===== src/scpag_defs.svh =====
// Purpose: constants for the stack check and program address generator
// Assumes: 100 MHz core clock, 16-bit data space, 24-bit program space
// Notes:   register offsets are on the plain register port
`ifndef SCPAG_DEFS_SVH
`define SCPAG_DEFS_SVH

// ------------------------------------------------------------
// register offsets
// ------------------------------------------------------------
`define SCPAG_OFS_SP      4'h0
`define SCPAG_OFS_LIMIT   4'h1
`define SCPAG_OFS_TBLPG   4'h2
`define SCPAG_OFS_PSVPG   4'h3
`define SCPAG_OFS_CTRL    4'h4
`define SCPAG_OFS_STATUS  4'h5

// ------------------------------------------------------------
// fields and values
// ------------------------------------------------------------
`define SCPAG_SP_RESET    16'h0800
`define SCPAG_SP_FLOOR    16'h0800
`define SCPAG_WORD_STEP   16'h0002
`define SCPAG_CFG_BIT     7
`define SCPAG_CTRL_PSVEN  0
`define SCPAG_PSV_PROG    8'h00
`define SCPAG_PSV_EEPROM  8'hff

`endif


===== src/scpag_pkg.sv =====
// Purpose: types for the stack check and program address generator
// Assumes: constants live in scpag_defs.svh
// Notes:   none
package scpag_pkg;

  typedef enum logic [1:0] {
    SCPAG_AC_FETCH,
    SCPAG_AC_TABLE,
    SCPAG_AC_PSV,
    SCPAG_AC_NONE
  } scpag_acc_t;

  typedef struct packed {
    logic        push;
    logic        pop;
    logic        exc;
    logic [15:0] data;
  } scpag_stk_req_t;

  typedef struct packed {
    logic        valid;
    logic        wr;
    logic [15:0] ea;
  } scpag_tbl_req_t;

  typedef struct packed {
    logic [23:0] addr;
    logic        cfg;
    logic        wr;
    logic        valid;
  } scpag_paddr_t;

endpackage


===== src/scpag_top.sv =====
// Purpose: stack pointer with limit checks, program space address builder
// Assumes: single clock, core issues at most one stack op per cycle
// Notes:   register port answers reads one cycle later, never stalls
//
// Function
// stack pointer holds next free word, stack grows upward
// pop predecrements before read, push writes then post-increments
// call push clears the top byte of pushed program counter
// exception push puts status low byte in top byte
// limit and stack pointer bit 0 always read zero
// push/pop address, or else the stack-pointer effective address, compared with limit
// push at limit no trap, next push traps
// underflow trap when stack address below 0800h floor
// limit register not initialised by reset
// software avoids stack-indirect read right after limit write
// table address is table page above data effective address
// table page top bit selects user or configuration space
// visibility address from page register and ea low bits
// visibility remap forces program bit 23 to zero
// fetch address bit 23 zero, bits 22:1 from pc, bit 0 zero
// visibility ea bit 15 ignored, program bit 15 from page bit 0
// visibility page register holds only 00h or ffh
// table accesses byte-aligned, table reads allowed in config space
// visibility is read-only, low word only
// table access reaches every byte including upper byte
// table writes to configuration space refused
// visibility suspended while table operation in progress
// stack error is a single-cycle trap on the offending address
`timescale 1ns/100ps
`include "scpag_defs.svh"

module scpag_top (
  input  wire logic                    i_clk,
  input  wire logic                    i_resetn,
  input  wire logic [3:0]              i_reg_addr,
  input  wire logic [15:0]             i_reg_wdata,
  input  wire logic                    i_reg_wr,
  input  wire logic                    i_reg_rd,
  output logic      [15:0]             o_reg_rdata,
  input  wire scpag_pkg::scpag_stk_req_t i_stk,
  input  wire logic [15:0]             i_sp_ea,
  input  wire logic                    i_sp_ea_valid,
  output logic      [15:0]             o_stk_addr,
  output logic      [15:0]             o_stk_wdata,
  output logic                         o_stk_err_trap,
  input  wire logic [22:0]             i_pc,
  input  wire scpag_pkg::scpag_tbl_req_t i_tbl,
  input  wire logic                    i_tbl_busy,
  input  wire logic [15:0]             i_data_ea,
  input  wire logic                    i_data_rd,
  input  wire logic                    i_data_wr,
  input  wire logic [7:0]              i_status_low_byte,
  output logic      [23:0]             o_fetch_addr,
  output scpag_pkg::scpag_paddr_t      o_tbl_paddr,
  output logic                         o_tbl_refused,
  output scpag_pkg::scpag_paddr_t      o_psv_paddr
);
  import scpag_pkg::*;

  // ------------------------------------------------------------
  // registers
  // ------------------------------------------------------------
  logic [15:0] stack_pointer_reg_r;
  logic [15:0] stack_pointer_reg_nxt;
  logic [15:0] stack_limit_r;
  logic [7:0]  table_page_select_r;
  logic [7:0]  visibility_page_select_r;
  logic        psv_en_r;
  logic        trap_r;
  logic        ovf_seen_r;
  logic        unf_seen_r;
  logic [15:0] rdata_r;
  logic [15:0] stk_addr_r;
  logic [15:0] stk_wdata_r;
  scpag_paddr_t tbl_paddr_r;
  scpag_paddr_t psv_paddr_r;
  logic        tbl_ref_r;
  logic [23:0] fetch_r;

  // ------------------------------------------------------------
  // decode
  // ------------------------------------------------------------
  function automatic logic hit(input logic [3:0] a, input logic [3:0] ofs);
    hit = (a == ofs);
  endfunction

  wire wr_sp    = i_reg_wr && hit(i_reg_addr, `SCPAG_OFS_SP);
  wire wr_lim   = i_reg_wr && hit(i_reg_addr, `SCPAG_OFS_LIMIT);
  wire wr_tbl   = i_reg_wr && hit(i_reg_addr, `SCPAG_OFS_TBLPG);
  wire wr_psv   = i_reg_wr && hit(i_reg_addr, `SCPAG_OFS_PSVPG);
  wire wr_ctrl  = i_reg_wr && hit(i_reg_addr, `SCPAG_OFS_CTRL);
  wire wr_stat  = i_reg_wr && hit(i_reg_addr, `SCPAG_OFS_STATUS);

  // ------------------------------------------------------------
  // stack pointer and limit check
  // ------------------------------------------------------------
  // push address is current pointer, pop address is predecremented one
  wire [15:0] sp_dec  = stack_pointer_reg_r - `SCPAG_WORD_STEP;
  wire [15:0] sp_inc  = stack_pointer_reg_r + `SCPAG_WORD_STEP;
  wire [15:0] op_addr = i_stk.pop ? sp_dec : stack_pointer_reg_r;
  wire        stk_op  = i_stk.push || i_stk.pop;
  // other stack-pointer indirect addresses are checked in cycles with no push or pop
  wire        chk_v   = stk_op || i_sp_ea_valid;
  wire [15:0] chk_a   = stk_op ? op_addr : i_sp_ea;
  // a push at the limit is legal; only beyond it traps
  wire        ovf     = chk_v && (chk_a > stack_limit_r);
  wire        unf     = chk_v && (chk_a < `SCPAG_SP_FLOOR);
  // call pushes a cleared top byte, exceptions carry the status byte
  wire [15:0] push_d  = i_stk.exc ? {i_status_low_byte, i_stk.data[7:0]}
                                  : {8'h00, i_stk.data[7:0]};

  always_comb begin
    stack_pointer_reg_nxt = stack_pointer_reg_r;
    if (wr_sp) begin
      stack_pointer_reg_nxt = {i_reg_wdata[15:1], 1'b0};
    end else if (i_stk.push) begin
      stack_pointer_reg_nxt = sp_inc;
    end else if (i_stk.pop) begin
      stack_pointer_reg_nxt = sp_dec;
    end
  end

  always_ff @(posedge i_clk or negedge i_resetn) begin
    if (!i_resetn) begin
      stack_pointer_reg_r <= `SCPAG_SP_RESET;
      trap_r              <= 1'b0;
      ovf_seen_r          <= 1'b0;
      unf_seen_r          <= 1'b0;
      stk_addr_r          <= 16'h0000;
      stk_wdata_r         <= 16'h0000;
    end else begin
      stack_pointer_reg_r <= stack_pointer_reg_nxt;
      trap_r              <= ovf || unf;
      // set wins over a software clear in the same cycle
      ovf_seen_r          <= ovf || (ovf_seen_r && !(wr_stat && i_reg_wdata[0]));
      unf_seen_r          <= unf || (unf_seen_r && !(wr_stat && i_reg_wdata[1]));
      stk_addr_r          <= op_addr;
      stk_wdata_r         <= push_d;
    end
  end

  // no reset: the limit holds whatever it powers up with
  always_ff @(posedge i_clk) begin
    if (wr_lim) begin
      stack_limit_r <= {i_reg_wdata[15:1], 1'b0};
    end
  end

  // ------------------------------------------------------------
  // page registers and control
  // ------------------------------------------------------------
  // only the two supported pages are stored; any nonzero low byte written means eeprom
  wire [7:0] psv_wval = (i_reg_wdata[7:0] == `SCPAG_PSV_PROG) ? `SCPAG_PSV_PROG
                                                              : `SCPAG_PSV_EEPROM;

  always_ff @(posedge i_clk or negedge i_resetn) begin
    if (!i_resetn) begin
      table_page_select_r      <= 8'h00;
      visibility_page_select_r <= `SCPAG_PSV_PROG;
      psv_en_r                 <= 1'b0;
    end else begin
      if (wr_tbl) begin
        table_page_select_r <= i_reg_wdata[7:0];
      end
      if (wr_psv) begin
        visibility_page_select_r <= psv_wval;
      end
      if (wr_ctrl) begin
        psv_en_r <= i_reg_wdata[`SCPAG_CTRL_PSVEN];
      end
    end
  end

  // ------------------------------------------------------------
  // program address generation
  // ------------------------------------------------------------
  wire        tbl_cfg  = table_page_select_r[`SCPAG_CFG_BIT];
  // full byte address kept, so the upper byte lane is reachable
  wire [23:0] tbl_addr = {table_page_select_r, i_tbl.ea};
  wire        tbl_ref  = i_tbl.valid && i_tbl.wr && tbl_cfg;
  // remap reads only, never during a table operation
  wire        psv_hit  = psv_en_r && i_data_ea[15] && i_data_rd && !i_data_wr
                         && !i_tbl_busy && !i_tbl.valid;
  wire [23:0] psv_addr = {1'b0, visibility_page_select_r, i_data_ea[14:1], 1'b0};

  always_ff @(posedge i_clk or negedge i_resetn) begin
    if (!i_resetn) begin
      tbl_paddr_r <= '0;
      psv_paddr_r <= '0;
      tbl_ref_r   <= 1'b0;
      fetch_r     <= 24'h000000;
    end else begin
      tbl_paddr_r <= '{addr: tbl_addr, cfg: tbl_cfg, wr: i_tbl.wr,
                       valid: i_tbl.valid && !tbl_ref};
      psv_paddr_r <= '{addr: psv_addr, cfg: 1'b0, wr: 1'b0, valid: psv_hit};
      tbl_ref_r   <= tbl_ref;
      fetch_r     <= {1'b0, i_pc[22:1], 1'b0};
    end
  end

  // ------------------------------------------------------------
  // register read port
  // ------------------------------------------------------------
  logic [15:0] rd_mux;
  always_comb begin
    case (i_reg_addr)
      `SCPAG_OFS_SP:     rd_mux = stack_pointer_reg_r;
      `SCPAG_OFS_LIMIT:  rd_mux = {stack_limit_r[15:1], 1'b0};
      `SCPAG_OFS_TBLPG:  rd_mux = {8'h00, table_page_select_r};
      `SCPAG_OFS_PSVPG:  rd_mux = {8'h00, visibility_page_select_r};
      `SCPAG_OFS_CTRL:   rd_mux = {15'h0000, psv_en_r};
      `SCPAG_OFS_STATUS: rd_mux = {14'h0000, unf_seen_r, ovf_seen_r};
      default:           rd_mux = 16'h0000;
    endcase
  end

  always_ff @(posedge i_clk or negedge i_resetn) begin
    if (!i_resetn) begin
      rdata_r <= 16'h0000;
    end else begin
      rdata_r <= i_reg_rd ? rd_mux : 16'h0000;
    end
  end

  assign o_reg_rdata    = rdata_r;
  assign o_stk_addr     = stk_addr_r;
  assign o_stk_wdata    = stk_wdata_r;
  assign o_stk_err_trap = trap_r;
  assign o_fetch_addr   = fetch_r;
  assign o_tbl_paddr    = tbl_paddr_r;
  assign o_tbl_refused  = tbl_ref_r;
  assign o_psv_paddr    = psv_paddr_r;
endmodule // scpag_top


===== config.mk =====
export PLATFORM = sky130hd
export DESIGN_NAME = scpag_top
export DESIGN_NICKNAME = d
export VERILOG_FILES = /design/src/scpag_pkg.sv /design/src/scpag_top.sv
export VERILOG_INCLUDE_DIRS = /design/src
export SDC_FILE = /design/constraint.sdc
export NUM_CORES = 1
export LEC_CHECK = 0
export BUFFER_PORTS_ARGS = -buffer_cell sky130_fd_sc_hd__buf_2
export CAP_MARGIN = 30
export CORE_ASPECT_RATIO = 0.7
export CORE_MARGIN = 2
export CORE_UTILIZATION = 43
export DETAILED_ROUTE_END_ITERATION = 8
export PLACE_DENSITY = 0.75
export SYNTH_ARGS = -nofsm -noshare
export SYNTH_HDL_FRONTEND = slang
export SYNTH_SLANG_ARGS = --single-unit

===== constraint.sdc =====
create_clock -name i_clk -period 2.88 [get_ports i_clk]
set_input_delay 0.576 -clock i_clk [delete_from_list [all_inputs] [get_ports i_clk]]
set_output_delay 0.576 -clock i_clk [all_outputs]
set_load 0.05 [all_outputs]

==> results of run 1 <==
==> registers in the layout, summed over array words and instances (netlist names) <==
name                      count
o_tbl_paddr                  26
o_fetch_addr                 22
o_psv_paddr                  16
o_reg_rdata                  16
o_stk_wdata                  16
o_stk_addr                   15
stack_limit_r                15
stack_pointer_reg_r          15
table_page_select_r           8
o_stk_err_trap                1
o_tbl_refused                 1
ovf_seen_r                    1
psv_en_r                      1
unf_seen_r                    1
visibility_page_select_r      1
==> stage by stage <==
step	area, um^2	TNS [ps]	setup WS (ps)	cells	hold slack [ps]
2_1_floorplan	6290	-57.7	-57.7	504	280
3_3_place_gp	7810	-484	-274	936	390
3_5_place_dp	7810	-495	-276	936	393
4_1_cts	8420	0	4.64	968	187
5_1_grt	8500	-90.7	-79.2	970	215
6_report	8500	0	15.5	970	166
==> cells in the mapped netlist, types with 2 or more instances <==
library cell,count
and2_1,10
mux2i_1,2
xnor2_1,15
nor4_1,2
ha_1,17
edfxtp_1,15
nor3_1,12
buf_2,4
nand3_1,8
dfrtp_1,139
nand2_1,35
nor4_2,2
a21oi_1,17
o21a_1,2
o21ai_0,19
nor2b_1,2
a22oi_1,17
a21o_1,7
o22ai_1,2
nor2_1,36
o41ai_1,2
clkbuf_1,11
xor2_1,10
buf_6,5
inv_1,21
buf_4,20
and3_1,4
nand4_1,12
mux2_2,15
a31oi_1,8
a211oi_1,2
==> timing repair <==
| action | in CTS | in global routing |
|---|---|---|
| hold endpoints to repair | 0 | 0 |
| setup endpoints to repair | 2 | 2 |
| setup buffers | 0 | 2 |
| pin swaps | 4 | 10 |
| hold buffers | 0 | 0 |
| resized for setup | 8 | 14 |
==> per-layer routing <==
metal / global-route usage / vias up / wire length [um] / share of wire
met2: 0.369 / 207 / 8530 / 0.47
met5: 0 / - / 0 / 0
met1: 0.338 / 2399 / 8010 / 0.44
met4: 0.0503 / 0 / 132 / 0.0073
li1: - / 2245 / - / -
met3: 0.0659 / 10 / 1400 / 0.077
==> cell families (layout without fill, tap and decap cells) <==
group,count (synthesis),after routing,share of synthesized area
xor+xnor,27,27,0.0420
flops,155,155,0.633
fa+ha+maj,17,17,0.0340
compound gates,81,81,0.0827
other cells,1,7,0.000600
simple gates,139,139,0.122
buf+inv,61,337,0.0555
mux,17,17,0.0302
==> layout make-up <==
cell class	instances	share of cell area
Multi-Input combinational cell	288	0.245
Clock buffer	19	0.0521
Timing Repair Buffer	284	0.185
Inverter	21	0.00927
Clock inverter	13	0.0157
Tap cell	190	0.0280
Sequential cell	155	0.465
==> power groups by stage <==
stage / Combinational, mW / Sequential, mW / Clock (mW)
finish: 2.36 / 2.74 / 2.16
global route: 2.50 / 2.77 / 2.30
floorplan: 1.01 / 3.28 / 0
detailed placement: 2.23 / 2.75 / 0
global placement: 2.20 / 2.74 / 0
CTS: 2.28 / 2.72 / 2.19
==> worst max path at each step <==
| stage | slack (ps) | depth (start not counted) | endpoint |
|---|---|---|---|
| after floorplan | -60 | 13 | o_stk_err_trap$_DFF_PN0_ |
| after global placement | -270 | 13 | o_stk_err_trap$_DFF_PN0_ |
| after detailed placement | -280 | 13 | o_stk_err_trap$_DFF_PN0_ |
| after CTS | 5 | 14 | o_stk_err_trap$_DFF_PN0_ |
| after global routing | -80 | 14 | o_stk_err_trap$_DFF_PN0_ |
| final | 20 | 14 | o_stk_err_trap$_DFF_PN0_ |
==> worst register-to-register path, cell delays in order (launching register included) <==
cell and delay (ps):
dfrtp_1 390, inv_2 90, ha_4 140, nor2b_4 160, nand2_2 80, or3_4 410, xnor2_2 150, mux2_4 280
ha_4 220, a21o_1 160, nand3_2 70, a21oi_2 50, a211oi_2 240, a21oi_2 100, or2_1 210
==> flow_metrics.env, run 1 <==
export IMPL_status="complete, no violations"
export IMPL_htree_levels=4
export IMPL_pwr_density_cell_nw_per_um2=853
export IMPL_slew_headroom=0.473
export IMPL_slew_viol_final=0
export IMPL_cp_top_family="simple AND/OR/NAND/NOR gates"
export IMPL_arrival_ps=3170
export IMPL_synth_edf_count=15
export IMPL_worstMarginPinSlew_ps=788
export IMPL_cp_num_buf_inv=1
export IMPL_r2r_end="o_stk_err_trap$_DFF_PN0_"
export IMPL_first_iter_violations=332
export IMPL_via_per_inst=5.01
export IMPL_path_cells="inv_2 -> ha_4 -> nor2b_4 -> nand2_2 -> or3_4 -> xnor2_2 -> mux2_4 -> ha_4 -> a21o_1 -> nand3_2 -> a21oi_2 -> a211oi_2 -> a21oi_2 -> or2_1"
export IMPL_synth_warnings=0
export IMPL_cts_root_buf="clkbuf_16"
export IMPL_path_clk_slew_ps=70
export IMPL_critPathMaxFanout=2
export IMPL_drc=0
export IMPL_grt_pass1_vias=4922
export IMPL_dpl_hpwl_um=13900
export IMPL_final_util=0.605
export IMPL_fin_crit_sh=0.995
export IMPL_ir_drop_mv=0.487
export IMPL_final_common_cell="buf_2"
export IMPL_core_um2=14100
export IMPL_tritoncts="yes"
export IMPL_final_seq_area_um2=3960
export IMPL_avgSynthCellArea_um2=12.5
export IMPL_grtUsageTotal=0.238
export IMPL_ys_ff_latch=155
export IMPL_fin_nets=912
export IMPL_critPathCaptureType="flip-flop"
export IMPL_routed_wl_um=18100
export IMPL_drive_gt1_frac=0.463
export IMPL_synthCells=498
export IMPL_gp_congestion=0.914
export IMPL_pin_count=256
export IMPL_setup_viol=0
export IMPL_die_w_um=148
export IMPL_initial_core_util=0.445
export IMPL_swShare=0.374
export IMPL_critPathLaunch="stack_pointer_reg_r[1]$_DFF_PN0_"
export IMPL_synthArstFlopShare=0.903
export IMPL_r2r_cells=14
export IMPL_synth_area_um2=6250
export IMPL_yosysTopAreaCell="dfrtp_1"
export IMPL_grt_pass1_wl_um=27700
export IMPL_clockBufferDepth=2
export IMPL_pwr_share_seq=0.378
export IMPL_cp_required_ps=3180
export IMPL_netSwitchingPower_mw=2.71
export IMPL_fin_crit_ps=2860
export IMPL_clock_latency_ps=420
export IMPL_crit_path_max_incr_delay_ps=410
export IMPL_p_total_mw=7.25
export IMPL_row_count=36
export IMPL_cp_slowest_cell="or3_4"
export IMPL_final_cell_mix="buf_2, dfrtp_1, buf_4, nor2_1, nand2_1"
export IMPL_synth_top_area_frac=0.557
export IMPL_grt_max_degree=77
export IMPL_fillers=1161
export IMPL_p_leak_nw=4.15
export IMPL_multi_input_area_um2=2080
export IMPL_antenna_cells=0
export IMPL_ys_flop_type="dfrtp_1"
export IMPL_drv_cap=0
export IMPL_intPower_mw=4.54
export IMPL_critPathKind="reg2reg"
export IMPL_hold_viol_final=0
export IMPL_p_comb_frac=0.325
export IMPL_worstHoldPathType="in2async"
export IMPL_ant_nets=0
export IMPL_wl_per_cell_um=18.6
export IMPL_cts_sinks=155
export IMPL_drtPass1Iterations=5
export IMPL_cts_buffers=17
export IMPL_rrSetupSlack_ps=20
export IMPL_power_frac_clock=0.297
export IMPL_ys_types=56
export IMPL_antenna_found_initial=0
export IMPL_die_h_um=105
export IMPL_synth_top_cells_by_area="dfrtp_1, edfxtp_1, ha_1"
export IMPL_max_freq_ghz=0.349
export IMPL_rsz0062_at_grt="true"
export IMPL_grt_ovfl_total=0
export IMPL_startpoint_type="flip-flop"
export IMPL_io_buffers=238
export IMPL_ys_seq_area_frac=0.633
export IMPL_fp_dieArea_um2=15500
export IMPL_vias=4861
export IMPL_regToRegStartpoint="stack_pointer_reg_r[1]$_DFF_PN0_"
export IMPL_area_growth_synth_to_final_pct=36.0
export IMPL_fin_skew_ps=7.04
Note: power is estimated with default switching activity, not from simulation.
==> run 2: changes to the inputs <==
==> constraint.sdc (replaced) <==
create_clock -name i_clk -period 2.88 [get_ports i_clk]
set_input_delay 0.288 -clock i_clk [delete_from_list [all_inputs] [get_ports i_clk]]
set_output_delay 0.288 -clock i_clk [all_outputs]
set_load 0.05 [all_outputs]
==> run 2 against run 1 <==
Effect of this change:
- maximum frequency is 0.65% higher
- critical path type unchanged
- via count is 7.2% higher
- setup slack better by 18 ps
- critical path depth unchanged
==> flow_metrics.env, run 2 (synthesis results as in run 1) <==
export IMPL_status="complete, no violations"
export IMPL_routed_wl_um=19400
export IMPL_vias=5209
export IMPL_grt_pass1_wl_um=29400
export IMPL_power_frac_clock=0.301
export IMPL_worstHoldPathType="in2reg"
export IMPL_final_cell_mix="buf_2, dfrtp_1, dlygate4sd3_1, nor2_1, nand2_1"
export IMPL_clock_latency_ps=430
export IMPL_busiest_layer="met2"
export IMPL_startpoint_type="flip-flop"
export IMPL_pwr_share_seq=0.380
export IMPL_tritoncts="yes"
export IMPL_dpl_worst_slack_ps=-51.4
export IMPL_dp_cells=923
export IMPL_timing_final_ws_setup_ps=33.9
export IMPL_ir_drop_mv=0.469
export IMPL_grt_max_degree=68
export IMPL_drv_cap=0
export IMPL_fin_skew_ps=12.8
export IMPL_critPathKind="reg2reg"
export IMPL_grtUsageTotal=0.254
export IMPL_arrival_ps=3150
export IMPL_final_cells=1016
export IMPL_cts_root_buf="clkbuf_16"
export IMPL_critPathMaxFanout=3
export IMPL_critPathCaptureType="flip-flop"
export IMPL_multi_input_area_um2=2060
export IMPL_fin_nets=958
export IMPL_use_met3=0.0659
export IMPL_pwr_density_cell_nw_per_um2=805
export IMPL_wl_per_cell_um=19.1
export IMPL_fin_crit_sh=0.988
export IMPL_grt_util_met1=0.358
export IMPL_ant_nets=0
export IMPL_drive_gt1_frac=0.416
export IMPL_slew_viol_final=0
export IMPL_via_per_inst=5.13
export IMPL_post_cts_buffers=0
export IMPL_pin_count=256
export IMPL_final_seq_area_um2=3960
export IMPL_core_um2=14100
export IMPL_fin_crit_ps=2850
export IMPL_grt_ovfl_total=0
export IMPL_area_growth_synth_to_final_pct=43.5
export IMPL_slew_headroom=0.395
export IMPL_htree_levels=4
export IMPL_p_leak_nw=4.33
export IMPL_initial_core_util=0.445
export IMPL_p_comb_frac=0.319
export IMPL_final_common_cell="buf_2"
export IMPL_antenna_found_initial=1
export IMPL_largest_reg_flops=26
export IMPL_io_buffers=238
export IMPL_p_total_mw=7.21
export IMPL_hold_viol_final=0
export IMPL_drtPass1Iterations=5
export IMPL_drc=0
export IMPL_die_w_um=148
export IMPL_swShare=0.383
export IMPL_cts_sinks=155
export IMPL_antenna_cells=0
export IMPL_setup_viol=0
export IMPL_max_freq_ghz=0.351
export IMPL_row_count=36
export IMPL_placed_area_um2=7690
export IMPL_fp_dieArea_um2=15500
export IMPL_gp_congestion=0.964
export IMPL_clockBufferDepth=2
export IMPL_intPower_mw=4.45
export IMPL_cts_buffers=17
export IMPL_rsz0062_at_grt="true"
export IMPL_fillers=1111
export IMPL_hold_ws_ps=9.39
export IMPL_grt_pass1_vias=5277
export IMPL_worstMarginPinSlew_ps=904
export IMPL_dpl_hpwl_um=13700
export IMPL_die_h_um=105
export IMPL_stdcell_area_um2=8970
export IMPL_first_iter_violations=418
export IMPL_path_clk_slew_ps=70
export IMPL_use_met2=0.387
export IMPL_netSwitchingPower_mw=2.77
export IMPL_cp_required_ps=3180
[run 2: changes by cell type in the layout (fill, tap and decap cells not counted), sizes merged]
cell / change
clkinvlp: -1
dlygate4sd3: +61
bufinv: -1
inv: +3
buf: -15
clkbuf: -1
[run 2: final cells by class]
class / count / share of cell area
clock inverter: 14 / 0.0169
tap: 190 / 0.0265
multi-input combinational: 288 / 0.230
timing repair buffer: 330 / 0.229
sequential: 155 / 0.441
inverter: 21 / 0.00879
clock buffer: 18 / 0.0479
[run 2: worst max-delay path, cell delays in order (launching register included)]
cell      delay [ps]
dfrtp_1          410
inv_1             80
ha_2             180
nor2b_4          140
nand2_1           70
or3_4            350
xnor2_2          140
mux2_4           280
ha_4             220
a21o_1           170
nand3_1           80
a21oi_1           80
a211oi_2         220
a21oi_2           80
or2_1            220
[run 2: power groups by stage]
stage / combinational (mW) / sequential (mW) / clock [mW]
2_1_floorplan: 0.999 / 3.28 / 0
3_3_place_gp: 2.13 / 2.74 / 0
3_5_place_dp: 2.16 / 2.75 / 0
4_1_cts: 2.25 / 2.72 / 2.19
5_1_grt: 2.46 / 2.77 / 2.30
6_report: 2.30 / 2.74 / 2.17
[run 2: what timing repair did]
item                                    CTS  global route
gates resized for setup                   3            16
hold buffers                             60             1
pin swaps                                 2             2
endpoints found under the setup margin    2             2
endpoints found under the hold margin   124             1
[run 2: worst paths after layout]
path	startpoint	to	slack, ps	cells past startpoint
max	stack_pointer_reg_r[2]$_DFF_PN0_	o_stk_err_trap$_DFF_PN0_	30	14
min	i_tbl_busy	o_psv_paddr[0]$_DFF_PN0_	9	2
max reg2reg	stack_pointer_reg_r[2]$_DFF_PN0_	o_stk_err_trap$_DFF_PN0_	30	14
min reg2reg	table_page_select_r[2]$_DFFE_PN0P_	o_tbl_paddr[21]$_DFF_PN0_	410	0
max in group asynchronous	i_resetn	stack_pointer_reg_r[11]$_DFF_PN1_	1650	3
min in group asynchronous	i_resetn	o_tbl_paddr[16]$_DFF_PN0_	440	2
[run 2: through the flow]
step	TNS, ps	util
3_5_place_dp	-51.4	0.547
5_1_grt	-158	0.638
3_3_place_gp	-26.4	0.547
2_1_floorplan	0	-
4_1_cts	0	0.632
6_report	0	0.638
[run 2: per-layer routing]
metal	part of all wire	up-vias
met2	0.48	220
li1	-	2337
met4	0.016	2
met1	0.44	2621
met3	0.069	29
met5	0.00072	-
==> run 3: changes to the inputs <==
Settings changed: PLACE_DENSITY 0.75 to 0.79.
==> run 3 against run 2 <==
Effect of this change:
- sequential share of layout area down 0.28 points
- sequential power about the same
- utilization grew 0.41 points
- maximum frequency rose by 1.1%
- non-clock buffer count rose by 2
- hold slack better by 7.4 ps
- routed wire length shrank 4.0%
- clock power is essentially flat
- total power grew 0.82%
- largest cell class unchanged
==> flow_metrics.env, run 3 (synthesis results as in run 1) <==
export IMPL_critPathMaxFanout=2
export IMPL_fp_dieArea_um2=15500
export IMPL_grt_pass1_vias=5184
export IMPL_tns_ps=0
export IMPL_cts_root_buf="clkbuf_16"
export IMPL_die_w_um=148
export IMPL_slew_viol_final=0
export IMPL_wl_per_cell_um=18.3
export IMPL_hold_viol_final=0
export IMPL_min_to="o_psv_paddr[0]$_DFF_PN0_"
export IMPL_rsz0062_at_grt="true"
export IMPL_path_clk_slew_ps=70
export IMPL_hold_ws_ps=16.8
export IMPL_critPathKind="reg2reg"
export IMPL_final_common_cell="buf_2"
export IMPL_clockBufferDepth=2
export IMPL_grtUsageTotal=0.246
export IMPL_gp_congestion=0.907
export IMPL_pin_count=256
export IMPL_drc=0
export IMPL_setup_viol=0
export IMPL_core_um2=14100
export IMPL_fin_nets=960
export IMPL_drv_cap=0
export IMPL_io_buffers=238
export IMPL_htree_levels=4
export IMPL_fillers=1088
export IMPL_p_leak_nw=4.36
export IMPL_grt_pass1_wl_um=28700
export IMPL_regToRegStartpoint="stack_pointer_reg_r[5]$_DFF_PN0_"
export IMPL_grt_ovfl_total=0
export IMPL_via_per_inst=4.97
export IMPL_fin_skew_ps=9.77
export IMPL_fin_crit_ps=2820
export IMPL_dpl_hpwl_um=13300
export IMPL_stdcell_area_um2=9020
export IMPL_clock_latency_ps=420
export IMPL_r2r_end="o_stk_err_trap$_DFF_PN0_"
export IMPL_area_growth_synth_to_final_pct=44.4
export IMPL_largest_reg_flops=26
export IMPL_fin_crit_sh=0.978
export IMPL_final_util=0.642
export IMPL_ant_nets=0
export IMPL_antenna_found_initial=0
export IMPL_slew_headroom=0.408
export IMPL_tritoncts="yes"
export IMPL_rrSetupSlack_ps=60
export IMPL_worstHoldPathType="in2reg"
export IMPL_min_delay_start="i_tbl_busy"
export IMPL_first_iter_violations=352
export IMPL_worstMarginPinSlew_ps=886
export IMPL_cts_buffers=17
export IMPL_row_count=36
export IMPL_r2r_cells=12
export IMPL_whs_path_depth=2
export IMPL_ir_drop_mv=0.478
export IMPL_routed_wl_um=18600
export IMPL_antenna_cells=0
export IMPL_cts_sinks=155
export IMPL_initial_core_util=0.445
export IMPL_max_freq_ghz=0.355
export IMPL_grt_max_degree=83
export IMPL_critPathCaptureType="flip-flop"
export IMPL_vias=5063
export IMPL_startpoint_type="flip-flop"
export IMPL_critPathLaunch="stack_pointer_reg_r[5]$_DFF_PN0_"
export IMPL_pwr_density_cell_nw_per_um2=806
export IMPL_final_cell_mix="buf_2, dfrtp_1, dlygate4sd3_1, nor2_1, nand2_1"
export IMPL_die_h_um=105
export IMPL_status="complete, no violations"
export IMPL_drtPass1Iterations=5
export IMPL_arrival_ps=3130
export IMPL_drive_gt1_frac=0.420
export IMPL_placed_area_um2=7690
export IMPL_cp_required_ps=3190
-- run 3: cell count changes in the layout (fill, tap and decap cells not counted), moves of 2 or more --
| cell | delta |
|---|---|
| clkinv_8 | -3 |
| nor3_2 | -3 |
| nor3_4 | +2 |
| xnor2_1 | -2 |
| xnor2_2 | +2 |
-- run 3: worst max-delay path by stage --
stage	end	slack [ps]	cells past startpoint
floorplan	o_stk_err_trap$_DFF_PN0_	2	13
global placement	o_stk_err_trap$_DFF_PN0_	-30	14
detailed placement	o_stk_err_trap$_DFF_PN0_	-80	14
CTS	o_stk_err_trap$_DFF_PN0_	30	14
global route	o_stk_err_trap$_DFF_PN0_	-60	13
finish	o_stk_err_trap$_DFF_PN0_	60	12
-- run 3: timing repair --
item,in CTS,in global routing
hold buffers,62,0
gates resized for setup,4,21
setup endpoints to repair,2,2
pin swaps,2,8
hold endpoints to repair,141,0
buffers inserted,0,1
-- run 3: stage by stage --
stage	setup slack, ps	std cells	power (mW)
floorplan	1.75	504	4.28
global placement	-30.8	923	4.87
detailed placement	-78.1	923	4.89
CTS	27.4	1017	7.18
global route	-55.2	1018	7.60
finish	64.2	1018	7.27
-- run 3: power by group --
| part | total [mW] | switching, mW | leakage (nW) | internal, mW |
|---|---|---|---|---|
| combinational | 2.36 | 1.55 | 2.26 | 0.805 |
| sequential | 2.72 | 0.215 | 1.82 | 2.50 |
| clock | 2.20 | 0.974 | 0.279 | 1.23 |
-- run 3: area by class of cell --
| cell class | count | area [um^2] | area share |
|---|---|---|---|
| flip-flops and latches | 155 | 3960 | 0.438 |
| clock inverters | 14 | 146 | 0.0162 |
| multi-input cells | 288 | 2110 | 0.233 |
| repair buffers | 332 | 2070 | 0.229 |
| well taps | 190 | 238 | 0.0263 |
| inverters | 21 | 78.8 | 0.00874 |
| clock buffers | 18 | 429 | 0.0476 |
-- run 3: critical path: stages, from the launching register on --
cell      delay, ps
dfrtp_1         410
nor4b_4         320
nand2_2          90
or3_4           400
xnor2_2         150
mux2_4          280
ha_4            220
a21o_1          160
nand3_2          80
a21oi_2          60
a211oi_2        230
a21oi_2          90
or2_1           200
-- run 3: layer usage --
layer,GRT usage,wire [um]
met4,0.0776,284
met2,0.367,8630
met5,0,0
met1,0.354,8320
met3,0.0633,1410
